`config.mk`:
```
export PLATFORM = sky130hd
export DESIGN_NAME = rhtc_device_flat
export DESIGN_NICKNAME = d
export VERILOG_FILES = /design/src/logic/rhtc_pkg.sv /design/src/logic/rhtc_if.sv /design/src/logic/rhtc_buf2.sv /design/src/logic/rhtc_device.sv /design/src/flat_wrapper.sv
export VERILOG_INCLUDE_DIRS = /design/src /design/src/logic
export SDC_FILE = /design/constraint.sdc
export NUM_CORES = 1
export LEC_CHECK = 0
export BUFFER_PORTS_ARGS = -buffer_cell sky130_fd_sc_hd__buf_2
export CAP_MARGIN = 20
export CORE_MARGIN = 2
export CORE_UTILIZATION = 35
export DETAILED_ROUTE_END_ITERATION = 8
export PLACE_DENSITY_LB_ADDON = 0.15
export SYNTH_ARGS = -nofsm -noshare
export SYNTH_HDL_FRONTEND = slang
export SYNTH_SLANG_ARGS = --single-unit
```
`constraint.sdc`:
```
create_clock -name sys_clk_i -period 4.05 [get_ports sys_clk_i]
set_clock_uncertainty 0.15 [all_clocks]
set_input_delay 0.81 -clock sys_clk_i [delete_from_list [all_inputs] [get_ports sys_clk_i]]
set_output_delay 0.81 -clock sys_clk_i [all_outputs]
set_load 0.03 [all_outputs]
```
`src/logic/rhtc_params.svh`:
```
// Constants for the tunnel command handler and its host end
`ifndef RHTC_PARAMS_SVH
`define RHTC_PARAMS_SVH
`define RHTC_CLK_NS      5
`define RHTC_TICK_NS     1000
`define RHTC_TICK_CYC    (`RHTC_TICK_NS / `RHTC_CLK_NS)
`define RHTC_JIS_READ    8'h06
`define RHTC_JIS_WRITE   8'h08
`define RHTC_TB_READ     8'hb0
`define RHTC_TB_WRITE    8'hd6
`define RHTC_CMD_INQ     8'h28
`define RHTC_CMD_ANS_OK  8'hf8
`define RHTC_CMD_ANS_ERR 8'he8
`define RHTC_CLA_OK      8'h00
`define RHTC_CNT_MIN     8'h01
`define RHTC_CNT_MAX     8'h0f
`define RHTC_IDX_CLA     10'h000
`define RHTC_IDX_INS     10'h001
`define RHTC_IDX_P1      10'h002
`define RHTC_IDX_P2      10'h003
`define RHTC_IDX_LE      10'h004
`define RHTC_IDX_K       10'h009
`define RHTC_IDX_SVC     10'h00a
`define RHTC_STAT_OK     8'h00
`define RHTC_STAT_BUSY   8'h01
`define RHTC_ADDR_TAG    2'b01
`define RHTC_INQ_LAST    3'h3
`endif

```
`src/logic/rhtc_pkg.sv`:
```
// Types for the two ends of the tunnel link: device states, host states, device command kind
package rhtc_pkg;
	typedef enum logic [2:0] {S_IDLE, S_WAITQ, S_CMD, S_REPLY, S_WAITA} rhtc_dev_st_t;
	typedef enum logic [1:0] {H_IDLE, H_SEND, H_DROP, H_READ} rhtc_host_st_t;
	typedef enum logic [1:0] {C_OTHER, C_INQ, C_ANS} rhtc_cmd_t;
endpackage : rhtc_pkg

```
`src/logic/rhtc_if.sv`:
```
// Byte-level tag-host serial link
`timescale 1ns/1ps
interface rhtc_if;
	logic       host_irq_out_n; // Tag interrupt, active low
	logic       sel_wr;         // Address matched, host write transfer
	logic       sel_rd;         // Address matched, host read transfer
	logic       h_valid;        // Host command byte valid
	logic [7:0] h_data;         // Host command byte
	logic       h_last;         // Last byte of command
	logic       h_ready;        // Tag takes command byte
	logic       d_valid;        // Reply byte valid
	logic [7:0] d_data;         // Reply byte
	logic       d_last;         // Last reply byte
	logic       d_ready;        // Host takes reply byte
	modport dev (output host_irq_out_n, d_valid, d_data, d_last, h_ready,
		input sel_wr, sel_rd, h_valid, h_data, h_last, d_ready);
	modport hst (input host_irq_out_n, d_valid, d_data, d_last, h_ready,
		output sel_wr, sel_rd, h_valid, h_data, h_last, d_ready);
endinterface : rhtc_if

```
`src/logic/rhtc_buf2.sv`:
```
// Two-entry buffer with valid and ready on both sides
`timescale 1ns/1ps
module rhtc_buf2 (
	input  wire logic       sys_clk_i,  // System clock
	input  wire logic       reset_n_i,  // Async reset, active low
	input  wire logic       in_valid_i, // Word offered
	input  wire logic [8:0] in_data_i,  // Word in
	output logic            in_ready_o, // Room for a word
	output logic            out_valid_o,// Word held
	output logic      [8:0] out_data_o, // Oldest word
	input  wire logic       out_ready_i // Drain takes word
);
	logic [8:0] mem_q [2];
	logic [8:0] mem_d [2];
	logic       wp_q, wp_d, rp_q, rp_d;
	logic [1:0] cnt_q, cnt_d;
	logic       push, pop;

	// Flags follow the count, so a stall fills it
	assign in_ready_o  = (cnt_q != 2'h2);
	assign out_valid_o = (cnt_q != 2'h0);
	assign out_data_o  = mem_q[rp_q];
	assign push        = in_valid_i && in_ready_o;
	assign pop         = out_valid_o && out_ready_i;

	// Pointer and count update
	always_comb begin
		mem_d = mem_q;
		wp_d  = wp_q;
		rp_d  = rp_q;
		cnt_d = cnt_q;
		if (push) begin
			mem_d[wp_q] = in_data_i;
			wp_d        = ~wp_q;
		end
		if (pop) begin
			rp_d = ~rp_q;
		end
		if (push && !pop) begin
			cnt_d = cnt_q + 2'h1;
		end else if (pop && !push) begin
			cnt_d = cnt_q - 2'h1;
		end
	end

	// State registers
	always_ff @(posedge sys_clk_i or negedge reset_n_i) begin
		if (!reset_n_i) begin
			mem_q[0] <= 9'h000;
			mem_q[1] <= 9'h000;
			wp_q     <= 1'b0;
			rp_q     <= 1'b0;
			cnt_q    <= 2'h0;
		end else begin
			mem_q <= mem_d;
			wp_q  <= wp_d;
			rp_q  <= rp_d;
			cnt_q <= cnt_d;
		end
	end
endmodule : rhtc_buf2

```
`src/logic/rhtc_device.sv`:
```
// Tag end: RF command parse, host notify, inquiry and result waits
// What this block does
// RL1: Time out missing inquiry or result commands
// RL2: Host command starts at address acknowledge
// RL3: Inquiry timer starts at interrupt fall
// RL4: Inquiry timeout sends error to reader
// RL5: Other host commands pause the count
// RL6: Result timer starts after inquiry reply
// RL7: Read codes 0x06 and 0xB0
// RL8: Write codes 0x08 and 0xD6
// RL9: Inquiry code is 0x28
// RL10: Result codes 0xF8 ok, 0xE8 fail
// RL11: Reader read layout: code, id, services, blocks
// RL12: Service count outside 1..15 is error
// RL13: Unequal service identifiers give error
// RL14: Block count outside 1..15 is error
// RL15: Class byte not zero is error for Type B reads; Type B writes still pass to the host
// RL16: Type B start address from P1, P2
// RL17: Reader keeps Le within 1..251
// RL18: Tunnel command pulls interrupt low
// RL19: Read address match releases interrupt
// RL20: Inquiry reply: status, address, length
// RL21: Failure result carries no data
// RL22: Result timeout sends error to reader
// RL23: Valid inquiry or result stops timer
`timescale 1ns/1ps
`include "rhtc_params.svh"
module rhtc_device (
	input  wire logic        sys_clk_i,            // System clock, 200 MHz
	input  wire logic        reset_n_i,            // Async reset, active low
	rhtc_if.dev              bus,                  // Serial link to host
	input  wire logic        rf_valid_i,           // Reader byte valid
	input  wire logic  [7:0] rf_byte_i,            // Reader byte
	input  wire logic        rf_last_i,            // Last byte of reader frame
	input  wire logic        rf_typeb_i,           // Frame is Type B
	input  wire logic  [1:0] rf_mode_i,            // Plain or key mode
	input  wire logic [15:0] inquiry_wait_limit_i, // Inquiry wait, us ticks
	input  wire logic [15:0] result_wait_limit_i,  // Result wait, us ticks
	output logic             rf_data_valid_o,      // Result data byte valid
	output logic       [7:0] rf_data_o,            // Result data byte
	output logic             rf_resp_valid_o,      // Reader response pulse
	output logic             rf_resp_err_o,        // Response is an error
	output logic             timeout_o             // Wait expired pulse
);
	rhtc_pkg::rhtc_dev_st_t st_q, st_d, ret_q, ret_d;
	rhtc_pkg::rhtc_cmd_t    ct_q, ct_d;
	logic [7:0]  tdiv_q, tdiv_d;
	logic [9:0]  idx_q, idx_d;
	logic [7:0]  k_q, k_d, len_q, len_d;
	logic [15:0] sid_q, sid_d, cnt_q, cnt_d;
	logic [13:0] addr_q, addr_d;
	logic [1:0]  kind_q, kind_d, mode_q, mode_d;
	logic        bad_q, bad_d, first_q, first_d, aerr_q, aerr_d, irq_q, irq_d;
	logic [2:0]  ridx_q, ridx_d;
	logic        dv_q, dv_d, dl_q, dl_d, rv_q, rv_d, rsv_q, rsv_d, rse_q, rse_d;
	logic        to_q, to_d;
	logic [7:0]  dd_q, dd_d, rd_q, rd_d;
	logic        tick, bv, bpop, blast;
	logic [8:0]  bdat;
	logic [7:0]  bbyte;
	logic [9:0]  svc_end;
	logic [15:0] lim;

	// Frame kind: {read, write}
	function automatic logic [1:0] rhtc_kind(input logic typeb, input logic [7:0] b);
		if (typeb) begin
			rhtc_kind = {b == `RHTC_TB_READ, b == `RHTC_TB_WRITE};   // RL7 RL8
		end else begin
			rhtc_kind = {b == `RHTC_JIS_READ, b == `RHTC_JIS_WRITE}; // RL7 RL8
		end
	endfunction : rhtc_kind

	// Reply byte by position
	function automatic logic [7:0] rhtc_reply(input rhtc_pkg::rhtc_cmd_t ct,
		input logic [2:0] i, input logic [1:0] md, input logic [13:0] a, input logic [7:0] n);
		if (ct == rhtc_pkg::C_OTHER) begin
			rhtc_reply = `RHTC_STAT_BUSY;
		end else if (ct == rhtc_pkg::C_ANS || i == 3'h0) begin
			rhtc_reply = `RHTC_STAT_OK;
		end else if (i == 3'h1) begin
			rhtc_reply = {`RHTC_ADDR_TAG, md, a[11:8]}; // RL20
		end else if (i == 3'h2) begin
			rhtc_reply = a[7:0];                         // RL20
		end else begin
			rhtc_reply = n;                              // RL20
		end
	endfunction : rhtc_reply

	// Host bytes pass a small buffer so a slow drain loses nothing
	rhtc_buf2 u_buf (
		.sys_clk_i   (sys_clk_i),
		.reset_n_i   (reset_n_i),
		.in_valid_i  (bus.h_valid),
		.in_data_i   ({bus.h_last, bus.h_data}),
		.in_ready_o  (bus.h_ready),
		.out_valid_o (bv),
		.out_data_o  (bdat),
		.out_ready_i (bpop)
	);

	assign bpop    = (st_q == rhtc_pkg::S_CMD) && bv;
	assign bbyte   = bdat[7:0];
	assign blast   = bdat[8];
	assign tick    = (tdiv_q == 8'h00);
	assign svc_end = `RHTC_IDX_SVC + {1'b0, k_q, 1'b0};
	assign lim     = (st_q == rhtc_pkg::S_WAITA) ? result_wait_limit_i : inquiry_wait_limit_i;

	// Microsecond tick; waits count in ticks so limits stay 16 bits
	always_comb begin
		tdiv_d = tick ? 8'(`RHTC_TICK_CYC - 1) : tdiv_q - 8'h01;
	end

	// Main control
	always_comb begin
		st_d = st_q; ret_d = ret_q; ct_d = ct_q;
		idx_d = idx_q; k_d = k_q; len_d = len_q; sid_d = sid_q; cnt_d = cnt_q;
		addr_d = addr_q; kind_d = kind_q; mode_d = mode_q; bad_d = bad_q;
		first_d = first_q; aerr_d = aerr_q; irq_d = irq_q; ridx_d = ridx_q;
		dv_d = dv_q; dl_d = dl_q; dd_d = dd_q; rd_d = rd_q;
		rv_d = 1'b0; rsv_d = 1'b0; rse_d = rse_q; to_d = 1'b0;
		if (bus.sel_rd) begin
			irq_d = 1'b1; // RL19
		end
		case (st_q)
			rhtc_pkg::S_IDLE: begin
				if (bus.sel_wr) begin
					st_d    = rhtc_pkg::S_CMD;
					ret_d   = rhtc_pkg::S_IDLE;
					first_d = 1'b1;
				end else if (rf_valid_i) begin
					// Reader frame walk, one byte per cycle
					idx_d = idx_q + 10'h001;
					if (idx_q == `RHTC_IDX_CLA) begin
						kind_d = rhtc_kind(rf_typeb_i, rf_byte_i);
						bad_d  = rf_typeb_i && (rf_byte_i != `RHTC_CLA_OK); // RL15
						mode_d = rf_mode_i;
						addr_d = 14'h0000;
						len_d  = 8'h00;
					end
					if (rf_typeb_i) begin
						if (idx_q == `RHTC_IDX_INS) begin
							kind_d = rhtc_kind(1'b1, rf_byte_i); // RL7 RL8
						end else if (idx_q == `RHTC_IDX_P1) begin
							addr_d[13:8] = rf_byte_i[5:0]; // RL16
						end else if (idx_q == `RHTC_IDX_P2) begin
							addr_d[7:0] = rf_byte_i;       // RL16
						end else if (idx_q == `RHTC_IDX_LE) begin
							len_d = rf_byte_i; // RL17
						end
					end else if (idx_q == `RHTC_IDX_K) begin
						k_d = rf_byte_i; // RL11
						if (rf_byte_i < `RHTC_CNT_MIN || rf_byte_i > `RHTC_CNT_MAX) begin
							bad_d = 1'b1; // RL12
						end
					end else if (idx_q == `RHTC_IDX_SVC) begin
						sid_d[15:8] = rf_byte_i;
					end else if (idx_q == `RHTC_IDX_SVC + 10'h001) begin
						sid_d[7:0] = rf_byte_i;
					end else if (idx_q > `RHTC_IDX_SVC + 10'h001 && idx_q < svc_end) begin
						if (rf_byte_i != (idx_q[0] ? sid_q[7:0] : sid_q[15:8])) begin
							bad_d = 1'b1; // RL13
						end
					end else if (idx_q == svc_end) begin
						len_d = {rf_byte_i[3:0], 4'h0};
						if (rf_byte_i < `RHTC_CNT_MIN || rf_byte_i > `RHTC_CNT_MAX) begin
							bad_d = 1'b1; // RL14
						end
					end else if (idx_q == svc_end + 10'h002) begin
						addr_d = {2'b00, rf_byte_i, 4'h0};
					end
					if (rf_last_i) begin
						idx_d = 10'h000;
						if (kind_d[1] && bad_d) begin
							rsv_d = 1'b1; // RL12 RL13 RL14 RL15
							rse_d = 1'b1;
						end else if (kind_d != 2'b00) begin
							st_d  = rhtc_pkg::S_WAITQ;
							irq_d = 1'b0;  // RL18 RL3
							cnt_d = 16'h0000;
						end
					end
				end
			end
			rhtc_pkg::S_WAITQ, rhtc_pkg::S_WAITA: begin
				if (bus.sel_wr) begin
					st_d    = rhtc_pkg::S_CMD; // RL2 RL5
					ret_d   = st_q;
					first_d = 1'b1;
				end else if (tick) begin
					if (cnt_q >= lim) begin
						st_d  = rhtc_pkg::S_IDLE; // RL1 RL4 RL22
						rsv_d = 1'b1;
						rse_d = 1'b1;
						to_d  = 1'b1;
						irq_d = 1'b1;
					end else begin
						cnt_d = cnt_q + 16'h0001;
					end
				end
			end
			rhtc_pkg::S_CMD: begin
				if (bv) begin
					if (first_q) begin
						first_d = 1'b0;
						aerr_d  = (bbyte == `RHTC_CMD_ANS_ERR);
						if (ret_q == rhtc_pkg::S_WAITQ && bbyte == `RHTC_CMD_INQ) begin
							ct_d = rhtc_pkg::C_INQ; // RL9 RL23
						end else if (ret_q == rhtc_pkg::S_WAITA &&
							(bbyte == `RHTC_CMD_ANS_OK || bbyte == `RHTC_CMD_ANS_ERR)) begin
							ct_d = rhtc_pkg::C_ANS; // RL10 RL23
						end else begin
							ct_d = rhtc_pkg::C_OTHER;
						end
					end else if (ct_q == rhtc_pkg::C_ANS && !aerr_q) begin
						rv_d = 1'b1; // RL21
						rd_d = bbyte;
					end
					if (blast) begin
						st_d   = rhtc_pkg::S_REPLY;
						irq_d  = 1'b0;
						ridx_d = 3'h0;
					end
				end
			end
			rhtc_pkg::S_REPLY: begin
				if (bus.sel_rd && !dv_q) begin
					dv_d = 1'b1;
					dd_d = rhtc_reply(ct_q, 3'h0, mode_q, addr_q, len_q);
					dl_d = (ct_q != rhtc_pkg::C_INQ);
				end else if (dv_q && bus.d_ready) begin
					if (dl_q) begin
						dv_d = 1'b0;
						dl_d = 1'b0;
						if (ct_q == rhtc_pkg::C_INQ) begin
							st_d  = rhtc_pkg::S_WAITA; // RL6
							cnt_d = 16'h0000;
						end else if (ct_q == rhtc_pkg::C_ANS) begin
							st_d  = rhtc_pkg::S_IDLE;
							rsv_d = 1'b1;
							rse_d = aerr_q;
						end else begin
							st_d = ret_q; // RL5
						end
					end else begin
						ridx_d = ridx_q + 3'h1;
						dd_d   = rhtc_reply(ct_q, ridx_q + 3'h1, mode_q, addr_q, len_q);
						dl_d   = (ridx_q + 3'h1 == `RHTC_INQ_LAST);
					end
				end
			end
			default: begin
				st_d = rhtc_pkg::S_IDLE;
			end
		endcase
	end

	// Registers; interrupt rests high
	always_ff @(posedge sys_clk_i or negedge reset_n_i) begin
		if (!reset_n_i) begin
			st_q <= rhtc_pkg::S_IDLE; ret_q <= rhtc_pkg::S_IDLE; ct_q <= rhtc_pkg::C_OTHER;
			tdiv_q <= 8'h00; idx_q <= 10'h000; k_q <= 8'h00; len_q <= 8'h00;
			sid_q <= 16'h0000; cnt_q <= 16'h0000; addr_q <= 14'h0000;
			kind_q <= 2'h0; mode_q <= 2'h0; bad_q <= 1'b0; first_q <= 1'b0;
			aerr_q <= 1'b0; irq_q <= 1'b1; ridx_q <= 3'h0;
			dv_q <= 1'b0; dl_q <= 1'b0; dd_q <= 8'h00; rd_q <= 8'h00;
			rv_q <= 1'b0; rsv_q <= 1'b0; rse_q <= 1'b0; to_q <= 1'b0;
		end else begin
			st_q <= st_d; ret_q <= ret_d; ct_q <= ct_d;
			tdiv_q <= tdiv_d; idx_q <= idx_d; k_q <= k_d; len_q <= len_d;
			sid_q <= sid_d; cnt_q <= cnt_d; addr_q <= addr_d;
			kind_q <= kind_d; mode_q <= mode_d; bad_q <= bad_d; first_q <= first_d;
			aerr_q <= aerr_d; irq_q <= irq_d; ridx_q <= ridx_d;
			dv_q <= dv_d; dl_q <= dl_d; dd_q <= dd_d; rd_q <= rd_d;
			rv_q <= rv_d; rsv_q <= rsv_d; rse_q <= rse_d; to_q <= to_d;
		end
	end

	assign bus.host_irq_out_n = irq_q;
	assign bus.d_valid        = dv_q;
	assign bus.d_data         = dd_q;
	assign bus.d_last         = dl_q;
	assign rf_data_valid_o    = rv_q;
	assign rf_data_o          = rd_q;
	assign rf_resp_valid_o    = rsv_q;
	assign rf_resp_err_o      = rse_q;
	assign timeout_o          = to_q;
endmodule : rhtc_device

```
`src/flat_wrapper.sv`:
```
// flat-port wrapper written by rule: the top's interface ports become plain ports
module rhtc_device_flat 
  (sys_clk_i, reset_n_i, rf_valid_i, rf_byte_i, rf_last_i, rf_typeb_i, rf_mode_i, inquiry_wait_limit_i, result_wait_limit_i, rf_data_valid_o, rf_data_o, rf_resp_valid_o, rf_resp_err_o, timeout_o, bus_host_irq_out_n, bus_d_valid, bus_d_data, bus_d_last, bus_h_ready, bus_sel_wr, bus_sel_rd, bus_h_valid, bus_h_data, bus_h_last, bus_d_ready);
  rhtc_if bus_i ();
  input  wire logic sys_clk_i;
  input  wire logic reset_n_i;
  input  wire logic rf_valid_i;
  input  wire logic  [7:0] rf_byte_i;
  input  wire logic rf_last_i;
  input  wire logic rf_typeb_i;
  input  wire logic  [1:0] rf_mode_i;
  input  wire logic [15:0] inquiry_wait_limit_i;
  input  wire logic [15:0] result_wait_limit_i;
  output logic rf_data_valid_o;
  output logic       [7:0] rf_data_o;
  output logic rf_resp_valid_o;
  output logic rf_resp_err_o;
  output logic timeout_o;
  output wire logic [$bits(bus_i.host_irq_out_n)-1:0] bus_host_irq_out_n;
  output wire logic [$bits(bus_i.d_valid)-1:0] bus_d_valid;
  output wire logic [$bits(bus_i.d_data)-1:0] bus_d_data;
  output wire logic [$bits(bus_i.d_last)-1:0] bus_d_last;
  output wire logic [$bits(bus_i.h_ready)-1:0] bus_h_ready;
  input wire logic [$bits(bus_i.sel_wr)-1:0] bus_sel_wr;
  input wire logic [$bits(bus_i.sel_rd)-1:0] bus_sel_rd;
  input wire logic [$bits(bus_i.h_valid)-1:0] bus_h_valid;
  input wire logic [$bits(bus_i.h_data)-1:0] bus_h_data;
  input wire logic [$bits(bus_i.h_last)-1:0] bus_h_last;
  input wire logic [$bits(bus_i.d_ready)-1:0] bus_d_ready;
  assign bus_host_irq_out_n = bus_i.host_irq_out_n;
  assign bus_d_valid = bus_i.d_valid;
  assign bus_d_data = bus_i.d_data;
  assign bus_d_last = bus_i.d_last;
  assign bus_h_ready = bus_i.h_ready;
  assign bus_i.sel_wr = bus_sel_wr;
  assign bus_i.sel_rd = bus_sel_rd;
  assign bus_i.h_valid = bus_h_valid;
  assign bus_i.h_data = bus_h_data;
  assign bus_i.h_last = bus_h_last;
  assign bus_i.d_ready = bus_d_ready;
  rhtc_device u_core (.sys_clk_i(sys_clk_i), .reset_n_i(reset_n_i), .bus(bus_i), .rf_valid_i(rf_valid_i), .rf_byte_i(rf_byte_i), .rf_last_i(rf_last_i), .rf_typeb_i(rf_typeb_i), .rf_mode_i(rf_mode_i), .inquiry_wait_limit_i(inquiry_wait_limit_i), .result_wait_limit_i(result_wait_limit_i), .rf_data_valid_o(rf_data_valid_o), .rf_data_o(rf_data_o), .rf_resp_valid_o(rf_resp_valid_o), .rf_resp_err_o(rf_resp_err_o), .timeout_o(timeout_o));
endmodule
```
Word level (Yosys, flattened, before mapping)
Cells that the tools add are included.
- bits in registers: 143
- output and inout port bits: 24
- input bits: 60
- word-level logic and storage cells: 323
- reduce and logical (&&, ||, !) cells: 54
- multiplexer cells: 154
- bitwise logic cells: 9
- add/sub/neg operators: 8
- equal/unequal tests: 59
- $lt $le $gt $ge: 8
- operators by type and width (kind ; number):
    16-bit two-way mux ; 13
    8-bit two-way mux ; 22
    14-bit two-way mux ; 9
    3-bit two-way mux ; 22
    1-bit two-way mux ; 61
    16-bit case mux with 3 select lines ; 1
    9-bit two-way mux ; 4
    8-bit == test, second input constant ; 4
    10-bit by 4-bit == test with 1-bit output, second input constant ; 3
    2-bit != test, second input constant ; 13
    13-bit AND reduction ; 2
    2-bit by 1-bit != test with 1-bit output, second input constant ; 12
    2-bit two-way mux ; 11
    10-bit == test ; 2
    10-bit by 2-bit == test with 1-bit output, second input constant ; 2
    18-bit bitwise mux ; 1
    3-bit AND reduction ; 6
    16-bit by 1-bit adder with 16-bit output, second input constant ; 1
    16-bit >= comparator ; 1
    2-bit nonzero test ; 8
    1-bit logical AND ; 14
    3-bit by 2-bit == test with 1-bit output, second input constant ; 4
    3-bit case mux with 2 select lines ; 2
    3-bit case mux with 4 select lines ; 1
    other kinds (48) ; 73

Longest topological paths before layout
Gate-level depths: netlist of run 1.
- word-level depth: 19
- depth in mapped cells: 17
- mapped depth without buffers: 13

Modules after synthesis
From an unflattened synthesis of run 1, not the netlist that was laid out.
- cells, all modules: 888
- area total of the unflattened synthesis: 8665.8 sq um
- modules (own cells, without submodules) (module ; sequential area each (sq um) ; cells an instance ; instances ; area an instance (sq um)):
    rhtc_device ; 2979.1 ; 823 ; 1 ; 7606.0
    rhtc_buf2 ; 550.5 ; 65 ; 1 ; 1059.8

Worst setup path before layout of run 1
No wires, ideal clock.
- kind: flip-flop to flip-flop
- from: reg u_core.st_q[0]
- to: reg u_core.cnt_q[13]
- stages on the path, launching flop included: 17
- required time: 3.822 ns
- buffers on the path: 5
- period minus slack after synthesis: 4.150 ns
- path slack: -0.100 ns
- library setup time: 0.078 ns
- data arrival time: 3.922 ns
- cells stage by stage: dfrtp_1 > clkbuf_1 > clkbuf_1 > nor3b_1 > clkbuf_1 > clkbuf_1 > mux2i_1 > ha_1 > a21o_1 > a21o_1 > a211oi_1 > o21a_1 > o21a_1 > nor2_1 > clkbuf_1 > or4_1 > a21oi_1
- cells in the longest elaborated chain, start to end: 5
- elaborated cells between the ends (all ways): 22
- classes of those cells: order compare: 1; eq/ne: 15; mux: 2; reduce/logical: 4
- ends and longest elaborated chain (item ; RTL line ; source):
    start, declared ; rhtc_device.sv:45 ; rhtc_pkg::rhtc_dev_st_t st_q, st_d, ret_q, ret_d;
    start signal, assigned ; rhtc_device.sv:260 ; st_q <= rhtc_pkg::S_IDLE; ret_q <= rhtc_pkg::S_IDLE; ct_q <= rhtc_pkg::C_OTHER;
    start signal, assigned ; rhtc_device.sv:268 ; st_q <= st_d; ret_q <= ret_d; ct_q <= ct_d;
    3-bit == test ; rhtc_device.sv:106, rhtc_device.sv:124 ;
    16-bit two-way mux ; rhtc_device.sv:106 ; assign lim = (st_q == rhtc_pkg::S_WAITA) ? result_wait_limit_i : inquiry_wait_limit_i;
    16-bit >= comparator ; rhtc_device.sv:190 ; if (cnt_q >= lim) begin
    2-bit != test (no line) ; - ;
    13-bit AND reduction (no line) ; - ;
    end signal, assigned ; rhtc_device.sv:270 ; sid_q <= sid_d; cnt_q <= cnt_d; addr_q <= addr_d;
    end, declared ; rhtc_device.sv:50 ; logic [15:0] sid_q, sid_d, cnt_q, cnt_d;
Parallel ways exist; a longest one is shown, timed or not.
A chain may end at the register's enable or synchronous reset.

Worst setup path in the final report of run 1
- from: reg u_core.k_q[0]
- to: reg u_core.addr_q[2]
- cells in the longest elaborated chain, start to end: 10
- elaborated cells between the ends (all ways): 13
- classes of those cells: add/sub: 2; order compare: 1; eq/ne: 2; mux: 7; reduce/logical: 1
- ends and longest elaborated chain (item ; RTL line ; source):
    start, declared ; rhtc_device.sv:49 ; logic [7:0] k_q, k_d, len_q, len_d;
    start signal, assigned ; rhtc_device.sv:269 ; tdiv_q <= tdiv_d; idx_q <= idx_d; k_q <= k_d; len_q <= len_d;
    4-bit by 9-bit adder with 10-bit output (no line) (*) ; - ;
    10-bit by 2-bit adder with 10-bit output ; rhtc_device.sv:168 ; end else if (idx_q == svc_end + 10'h002) begin
    10-bit == test ; rhtc_device.sv:168 ;
    14-bit two-way mux ; rhtc_device.sv:168 ;
    14-bit two-way mux ; rhtc_device.sv:163 ; end else if (idx_q == svc_end) begin
    14-bit two-way mux (*) ; rhtc_device.sv:159 ; end else if (idx_q > `RHTC_IDX_SVC + 10'h001 && idx_q < svc_end) begin
    14-bit two-way mux (*) ; rhtc_device.sv:157 ; end else if (idx_q == `RHTC_IDX_SVC + 10'h001) begin
    14-bit two-way mux (*) ; rhtc_device.sv:155 ; end else if (idx_q == `RHTC_IDX_SVC) begin
    14-bit two-way mux (*) ; rhtc_device.sv:150 ; end else if (idx_q == `RHTC_IDX_K) begin
    14-bit two-way mux (*) ; rhtc_device.sv:140 ; if (rf_typeb_i) begin
    end signal, assigned ; rhtc_device.sv:270 ;
    end, declared ; rhtc_device.sv:51 ; logic [13:0] addr_q, addr_d;
Mark *: on every way between the ends. The rest lies on a longest branch, timed or not.

==> summary.txt, run 1 <==
Clocking
  • Longest Clk Path Bufs: 2
  • Clk_lat worst skew: 0.44 ns
  • CTS tree: done
  • Post-CTS Hold Buffers: 0
  • TritonCTS buffer count: 17
  • Clock-pin slew on the worst setup and hold paths: 0.07 ns
  • # H-tree levels: 4
  • Root buffer cell: clkbuf_16
  • Clock Sinks: 141

Die
  • DIE AREA: 26100 µm²
  • # rows: 57
  • Io pins: 84
  • Core area: 24300 µm²
  • Initial cell density of the core: 35.7%
  • Die H: 162 µm
  • DIE WIDTH: 162 µm

Synthesis
  • Post-synth top area share: 40.3%
  • Area leader, netlist: dfrtp_1
  • Post-Syn Area per Cell: 9.56 µm²
  • Largest cells by area after synthesis: dfrtp_1 40%, ha_1 5.8%, mux2_2 5.7%
  • Synthesized cell area: 8690 µm²
  • Distinct cells, synth: 70
  • Cells after synthesis: 909
  • Cell with the most instances after synthesis: dfrtp_1
  • Post-synth EDFFs: 0
  • Seq/Total Area, Yosys: 40.6%
  • Syn Nets: 1009
  • Yosys reg bits: 141
  • Yosys Warn Count: 0
  • Async SR Flop Fraction: 100%
  • Dominant synthesized flop cell: dfrtp_1
  • Post-synth top cells: 140 x dfrtp_1, 74 x nand2_1, 66 x nor2_1, 66 x o21ai_0, 49 x a21oi_1

Min path
  • Hold Crit Class: in -> async

Power and ir drop
  • Design Power: 0.00512 W
  • Power per cell area: 497 nW/µm²
  • Pleak: 4.64 nW
  • Max VDD drop: 0.316 mV

Drt
  • Routed wire length: 22600 µm
  • Via Count: 7203
  • Routed wire per std cell: 16.7 µm
  • Uppermost layer routed: met4
  • Routed wl met2: 10300 µm
  • Post-DRT Antenna Nets: 0
  • DRC: 0
  • Drt first-iter violations: 451
  • Drt pass-1 iters: 5
  • Vias per Instance: 5.33
  • M1 WL: 11200 µm
  • Length of routed met3 wiring: 858 µm

Layout
  • Area delta synth->final: 18.6%
  • Final core occ: 42.4%
  • Final Net Count: 1114
  • Finished Cell Area: 10300 µm²
  • N_diodes: 0
  • Layout cells sized above 1: 23.0%

STA
  • Worst-margin pin slew: 0.985 ns
  • Fin crit share: 94.1%
  • RSZ-0062 raised after global routing: no
  • Setup TNS: 0 ns
  • Final Max Tran Viols: 0
  • Max Fclk: 0.263 GHz
  • Hold Fails Final Rpt: 0
  • Final setup viols: 0
  • Fin Hold WS: 0.264 ns
  • Relative slew slack: 33.7%
  • Final min period: 3.81 ns

Global routing
  • First-pass GRT wire length: 36500 µm
  • Total global-route track usage: 17.7%
  • Vias in the first global route: 6912
  • Antenna violations before repair: 0
  • Pin count of the biggest net entering global routing: 85
  • Total grt overflow: 0

Critical path
  • WS Path Type: reg -> reg
  • WP data arrival: 3.98 ns
  • CP required: 4.22 ns
  • Crit Path Max Fanout: 11
  • Critical Path Source Type: register
  • Setup crit end kind: register

Place
  • Post-DP Area: 9700 µm²
  • Placer Congestion: 0.823
  • Number of buffer cells added on primary ports: 83
  • DP Wirelength: 16600 µm

Outcome
  • Outcome: finished, final reports clean

Job
  • Max-cap violations: 0
==> path summary, 6_finish.rpt <==
kind | from | to | slack [ns] | depth (start not counted)
min in group sys_clk_i | u_core.tdiv_q[0] | u_core.tdiv_q[0] | 0.31 | 1
max in group asynchronous | reset_n_i | u_core.ret_q[0] | 2.70 | 2
setup / recovery | u_core.k_q[0] | u_core.addr_q[2] | 0.24 | 11
setup reg to reg | u_core.k_q[0] | u_core.addr_q[2] | 0.24 | 11
hold reg to reg | u_core.tdiv_q[0] | u_core.tdiv_q[0] | 0.31 | 1
hold / removal | reset_n_i | u_core.sid_q[4] | 0.26 | 1
==> cell usage in the layout (no fill, tap or decap), types with 17 or more instances in the layout <==
master and count:
nand4_1 17, mux2_2 44, ha_1 39, dfrtp_1 140, nor3_1 25, buf_2 82
nand2_1 74, nand3_1 30, xnor2_1 21, clkbuf_16 17, a21oi_1 48, o21ai_0 66
nor2_1 66, buf_4 43, inv_1 28, mux2i_1 40
==> cell type report <==
cell class                      count  area [µm²]
Sequential cell                   141        3530
Fill cell                        2393       14000
Multi-Input combinational cell    697        4890
Tap cell                          324         405
Clock buffer                       17         425
Timing Repair Buffer              129         805
Clock inverter                     15         143
Inverter                           28         105
==> stage by stage <==
stage                     setup slack, ns  std cells
final                               0.241       1351
after CTS                           0.108       1349
after floorplan                    0.0789        909
after global routing              0.00507       1351
after global placement             0.0547       1317
after detailed placement          -0.0111       1317
==> state kept, by name, indices dropped and copies added, names as in the netlist, 2 cells and up <==
register	flops
u_core.cnt_q	16
u_core.idx_q	10
u_core.tdiv_q	8
u_core.addr_q	12
u_core.ct_q	2
u_core.k_q	8
u_core.rf_data_o	8
u_core.u_buf.mem_q	18
u_core.kind_q	2
u_core.ridx_q	3
u_core.mode_q	2
u_core.bus.d_data	8
u_core.sid_q	16
u_core.u_buf.cnt_q	2
u_core.len_q	8
u_core.st_q	3
u_core.ret_q	3
==> per-layer routing <==
| metal | up-vias | track usage, % |
|---|---|---|
| met5 | - | 0 |
| met4 | 0 | 5.24 |
| met3 | 25 | 2.98 |
| met2 | 155 | 27.6 |
| met1 | 3456 | 25.2 |
| li1 | 3567 | - |
==> where the power goes <==
part	switching (W)	internal, W	total, W
sequential	0.000257	0.00168	0.00193
clock	0.000718	0.000819	0.00154
combinational	0.000949	0.000699	0.00165
total	0.00192	0.00319	0.00512
==> worst max-delay path: stages (launching register included) <==
cell,delay (ns)
dfrtp_1,0.35
buf_4,0.17
inv_1,0.09
ha_1,0.38
or3b_2,0.53
or4_1,0.50
a211oi_1,0.25
a21oi_1,0.18
nor4_1,0.46
buf_4,0.28
nor2_1,0.10
a31o_2,0.26
==> repair_timing <==
item	in CTS	in global routing
gates resized for setup	1	3
endpoints found under the setup margin	4	21
endpoints found under the hold margin	0	0
buffers inserted	0	2
pin swaps	0	1
==> cells by family (layout without fill, tap and decap cells) <==
| logic type | after synthesis | count (layout) | synth area share (%) |
|---|---|---|---|
| muxes | 84 | 84 | 10.3 |
| buffers and inverters | 71 | 189 | 3.37 |
| adders and majority gates | 41 | 41 | 5.88 |
| AOI/OAI and AO/OA | 217 | 217 | 16.4 |
| DFF | 141 | 141 | 40.6 |
| and+or+nand+nor | 320 | 320 | 19.7 |
| xor gates and xnor gates | 35 | 35 | 3.70 |
Power figures use the tool's default switching activity.
==> run 2: changes to the inputs <==
- CORE_UTILIZATION: 35 -> 54
==> summary.txt, run 2 (same netlist as run 1, synthesis figures left out) <==
Outcome
  • Outcome: finished, final reports clean

Power and ir drop
  • Switching share of power: 35.9% (-1.7 points)
  • Seq pwr share: 38.5% (+0.7 points)
  • Pleak: 4.58 nW (-1.3%)
  • Design Power: 0.00503 W (-1.7%)
  • Clock power share: 29.4% (-0.6 points)
  • P_int: 0.00323 W (+1.0%)
  • Power per cell area: 500 nW/µm² (+0.60%)
  • Max VDD drop: 0.360 mV (+14%)
  • Comb power frac: 32.1% (about the same)
  • Net switching power: 0.00181 W (-6.1%)

STA
  • Hold Fails Final Rpt: 0 (unchanged)
  • Setup TNS: 0 ns (unchanged)
  • Final min period: 3.79 ns (-0.0154 ns)
  • Fin crit share: 93.7% (-0.38 points)
  • Fin Hold WS: 0.208 ns (-0.0565 ns)
  • Final setup viols: 0 (unchanged)
  • RSZ-0062 raised after global routing: no
  • Final Max Tran Viols: 0 (unchanged)
  • Max Fclk: 0.264 GHz (+0.41%)
  • Relative slew slack: 44.1% (+10 points)
  • Worst-margin pin slew: 0.831 ns (-0.154 ns)

Layout
  • Max reg flops: 18 (unchanged)
  • Layout cells sized above 1: 22.3% (-0.68 points)
  • Register with the most flip-flops: u_core.u_buf.mem_q
  • N_diodes: 0 (unchanged)
  • Area delta synth->final: 15.9%
  • Most common cell after layout, fill and taps aside: dfrtp_1
  • Final Net Count: 1106 (-0.72%)
  • Most frequent cells in the layout: 140 x dfrtp_1, 82 x buf_2, 74 x nand2_1
  • Fill cells: 1342 (-44%)
  • Biggest regs: u_core.u_buf.mem_q x18, u_core.cnt_q x16, u_core.sid_q x16
  • Final core occ: 63.6% (+21 points)

Drt
  • Vias per Instance: 5.94 (+11%)
  • Routed wire per std cell: 16.9 µm (+0.85%)
  • Via Count: 7332 (+1.8%)
  • DRC: 0 (unchanged)
  • Drt pass-1 iters: 5 (unchanged)
  • Routed wire length: 20800 µm (-7.9%)
  • Post-DRT Antenna Nets: 0 (unchanged)
  • Drt first-iter violations: 540 (+20%)

Critical path
  • Critical Path Source Type: register
  • CP required: 4.25 ns (+0.03 ns)
  • Setup crit end kind: register
  • Register-to-register setup slack: 0.26 ns (+0.02 ns)
  • R2R Path Start: u_core.k_q[0]
  • WP data arrival: 4.00 ns (+0.02 ns)
  • R2R depth: 10 (-1)
  • R2r endpoint: u_core.addr_q[9]
  • WS Path Type: reg -> reg
  • Crit Path Max Fanout: 9 (-2)

Die
  • DIE WIDTH: 131 µm (-19%)
  • Io pins: 84 (unchanged)
  • # rows: 46 (-19%)
  • Initial cell density of the core: 54.9% (+19 points)
  • Die H: 131 µm (-19%)
  • DIE AREA: 17100 µm² (-34%)
  • Core area: 15800 µm² (-35%)

Global routing
  • Pin count of the biggest net entering global routing: 76 (-11%)
  • Antenna violations before repair: 1 (+1)
  • Total grt overflow: 0 (unchanged)
  • Total global-route track usage: 25.3% (+7.6 points)
  • Vias in the first global route: 6758 (-2.2%)
  • First-pass GRT wire length: 34000 µm (-7.0%)

Clocking
  • Clock-pin slew on the worst setup and hold paths: 0.06 ns (about the same)
  • CTS tree: done
  • TritonCTS buffer count: 17 (unchanged)
  • # H-tree levels: 4 (unchanged)
  • Longest Clk Path Bufs: 2 (unchanged)
  • Post-CTS Hold Buffers: 0 (unchanged)
  • Clock Sinks: 141 (unchanged)
  • Root buffer cell: clkbuf_16
  • Clk_lat worst skew: 0.43 ns (about the same)

Place
  • Placer Congestion: 0.902 (+9.6%)
  • Number of buffer cells added on primary ports: 83 (unchanged)
  • DP Wirelength: 15200 µm (-8.3%)

Job
  • Max-cap violations: 0 (unchanged)

Min path
  • Hold Crit Class: in -> async
## run 2: what timing repair did
| action | in CTS | in global routing |
|---|---|---|
| endpoints found under the setup margin | 0 | 15 |
| buffers inserted | 0 | 0 |
| gates resized for setup | 0 | 4 |
## run 2: routing by layer
layer,share of wire [%],track usage (%)
met1,47,36.7
met2,45,38.0
met3,6.3,5.70
met4,1.8,7.57
met5,0.053,0
## run 2: worst max path at each step
stage              startpoint                to  cells past startpoint
2_1_floorplan  u_core.st_q[0]  u_core.cnt_q[13]                     16
3_3_place_gp     rf_byte_i[2]   u_core.cnt_q[9]                      9
3_5_place_dp     rf_byte_i[2]   u_core.cnt_q[9]                      9
4_1_cts         u_core.k_q[0]   u_core.cnt_q[7]                     13
5_1_grt         u_core.k_q[0]   u_core.cnt_q[7]                     13
6_report        u_core.k_q[0]  u_core.addr_q[9]                     10
## run 2: area by class of cell
class / instances / area [µm²] / share of cell area (%)
Clock buffer: 18 / 439 / 4.36
Clock inverter: 13 / 118 / 1.17
Inverter: 28 / 105 / 1.04
Multi-Input combinational cell: 697 / 4890 / 48.5
Sequential cell: 141 / 3530 / 35.1
Tap cell: 216 / 270 / 2.68
Timing Repair Buffer: 121 / 719 / 7.15
## run 2: through the flow
| stage | std cells | area [µm²] | worst slack (ns) |
|---|---|---|---|
| floorplan | 909 | 8690 | 0.0789 |
| global placement | 1202 | 9490 | 0.107 |
| detailed placement | 1202 | 9490 | 0.0512 |
| CTS | 1233 | 10000 | 0.0502 |
| global route | 1234 | 10100 | 0.00807 |
| finish | 1234 | 10100 | 0.256 |
## run 2: worst max-delay path, stage by stage, from the launching register on
cell      delay (ns)
dfrtp_1         0.35
buf_4           0.16
inv_1           0.09
ha_1            0.37
or3b_2          0.54
or4_1           0.51
and4_1          0.22
a21oi_1         0.36
nor4_1          0.13
a311oi_1        0.60
a221o_1         0.26
## run 2: power by group through the flow
stage	registers, W	clock network (W)	logic [W]
6_report	0.00193	0.00148	0.00162
3_3_place_gp	0.00195	0	0.00158
5_1_grt	0.00197	0.00156	0.00180
4_1_cts	0.00193	0.00150	0.00162
3_5_place_dp	0.00195	0	0.00160
2_1_floorplan	0.00191	0	0.00119
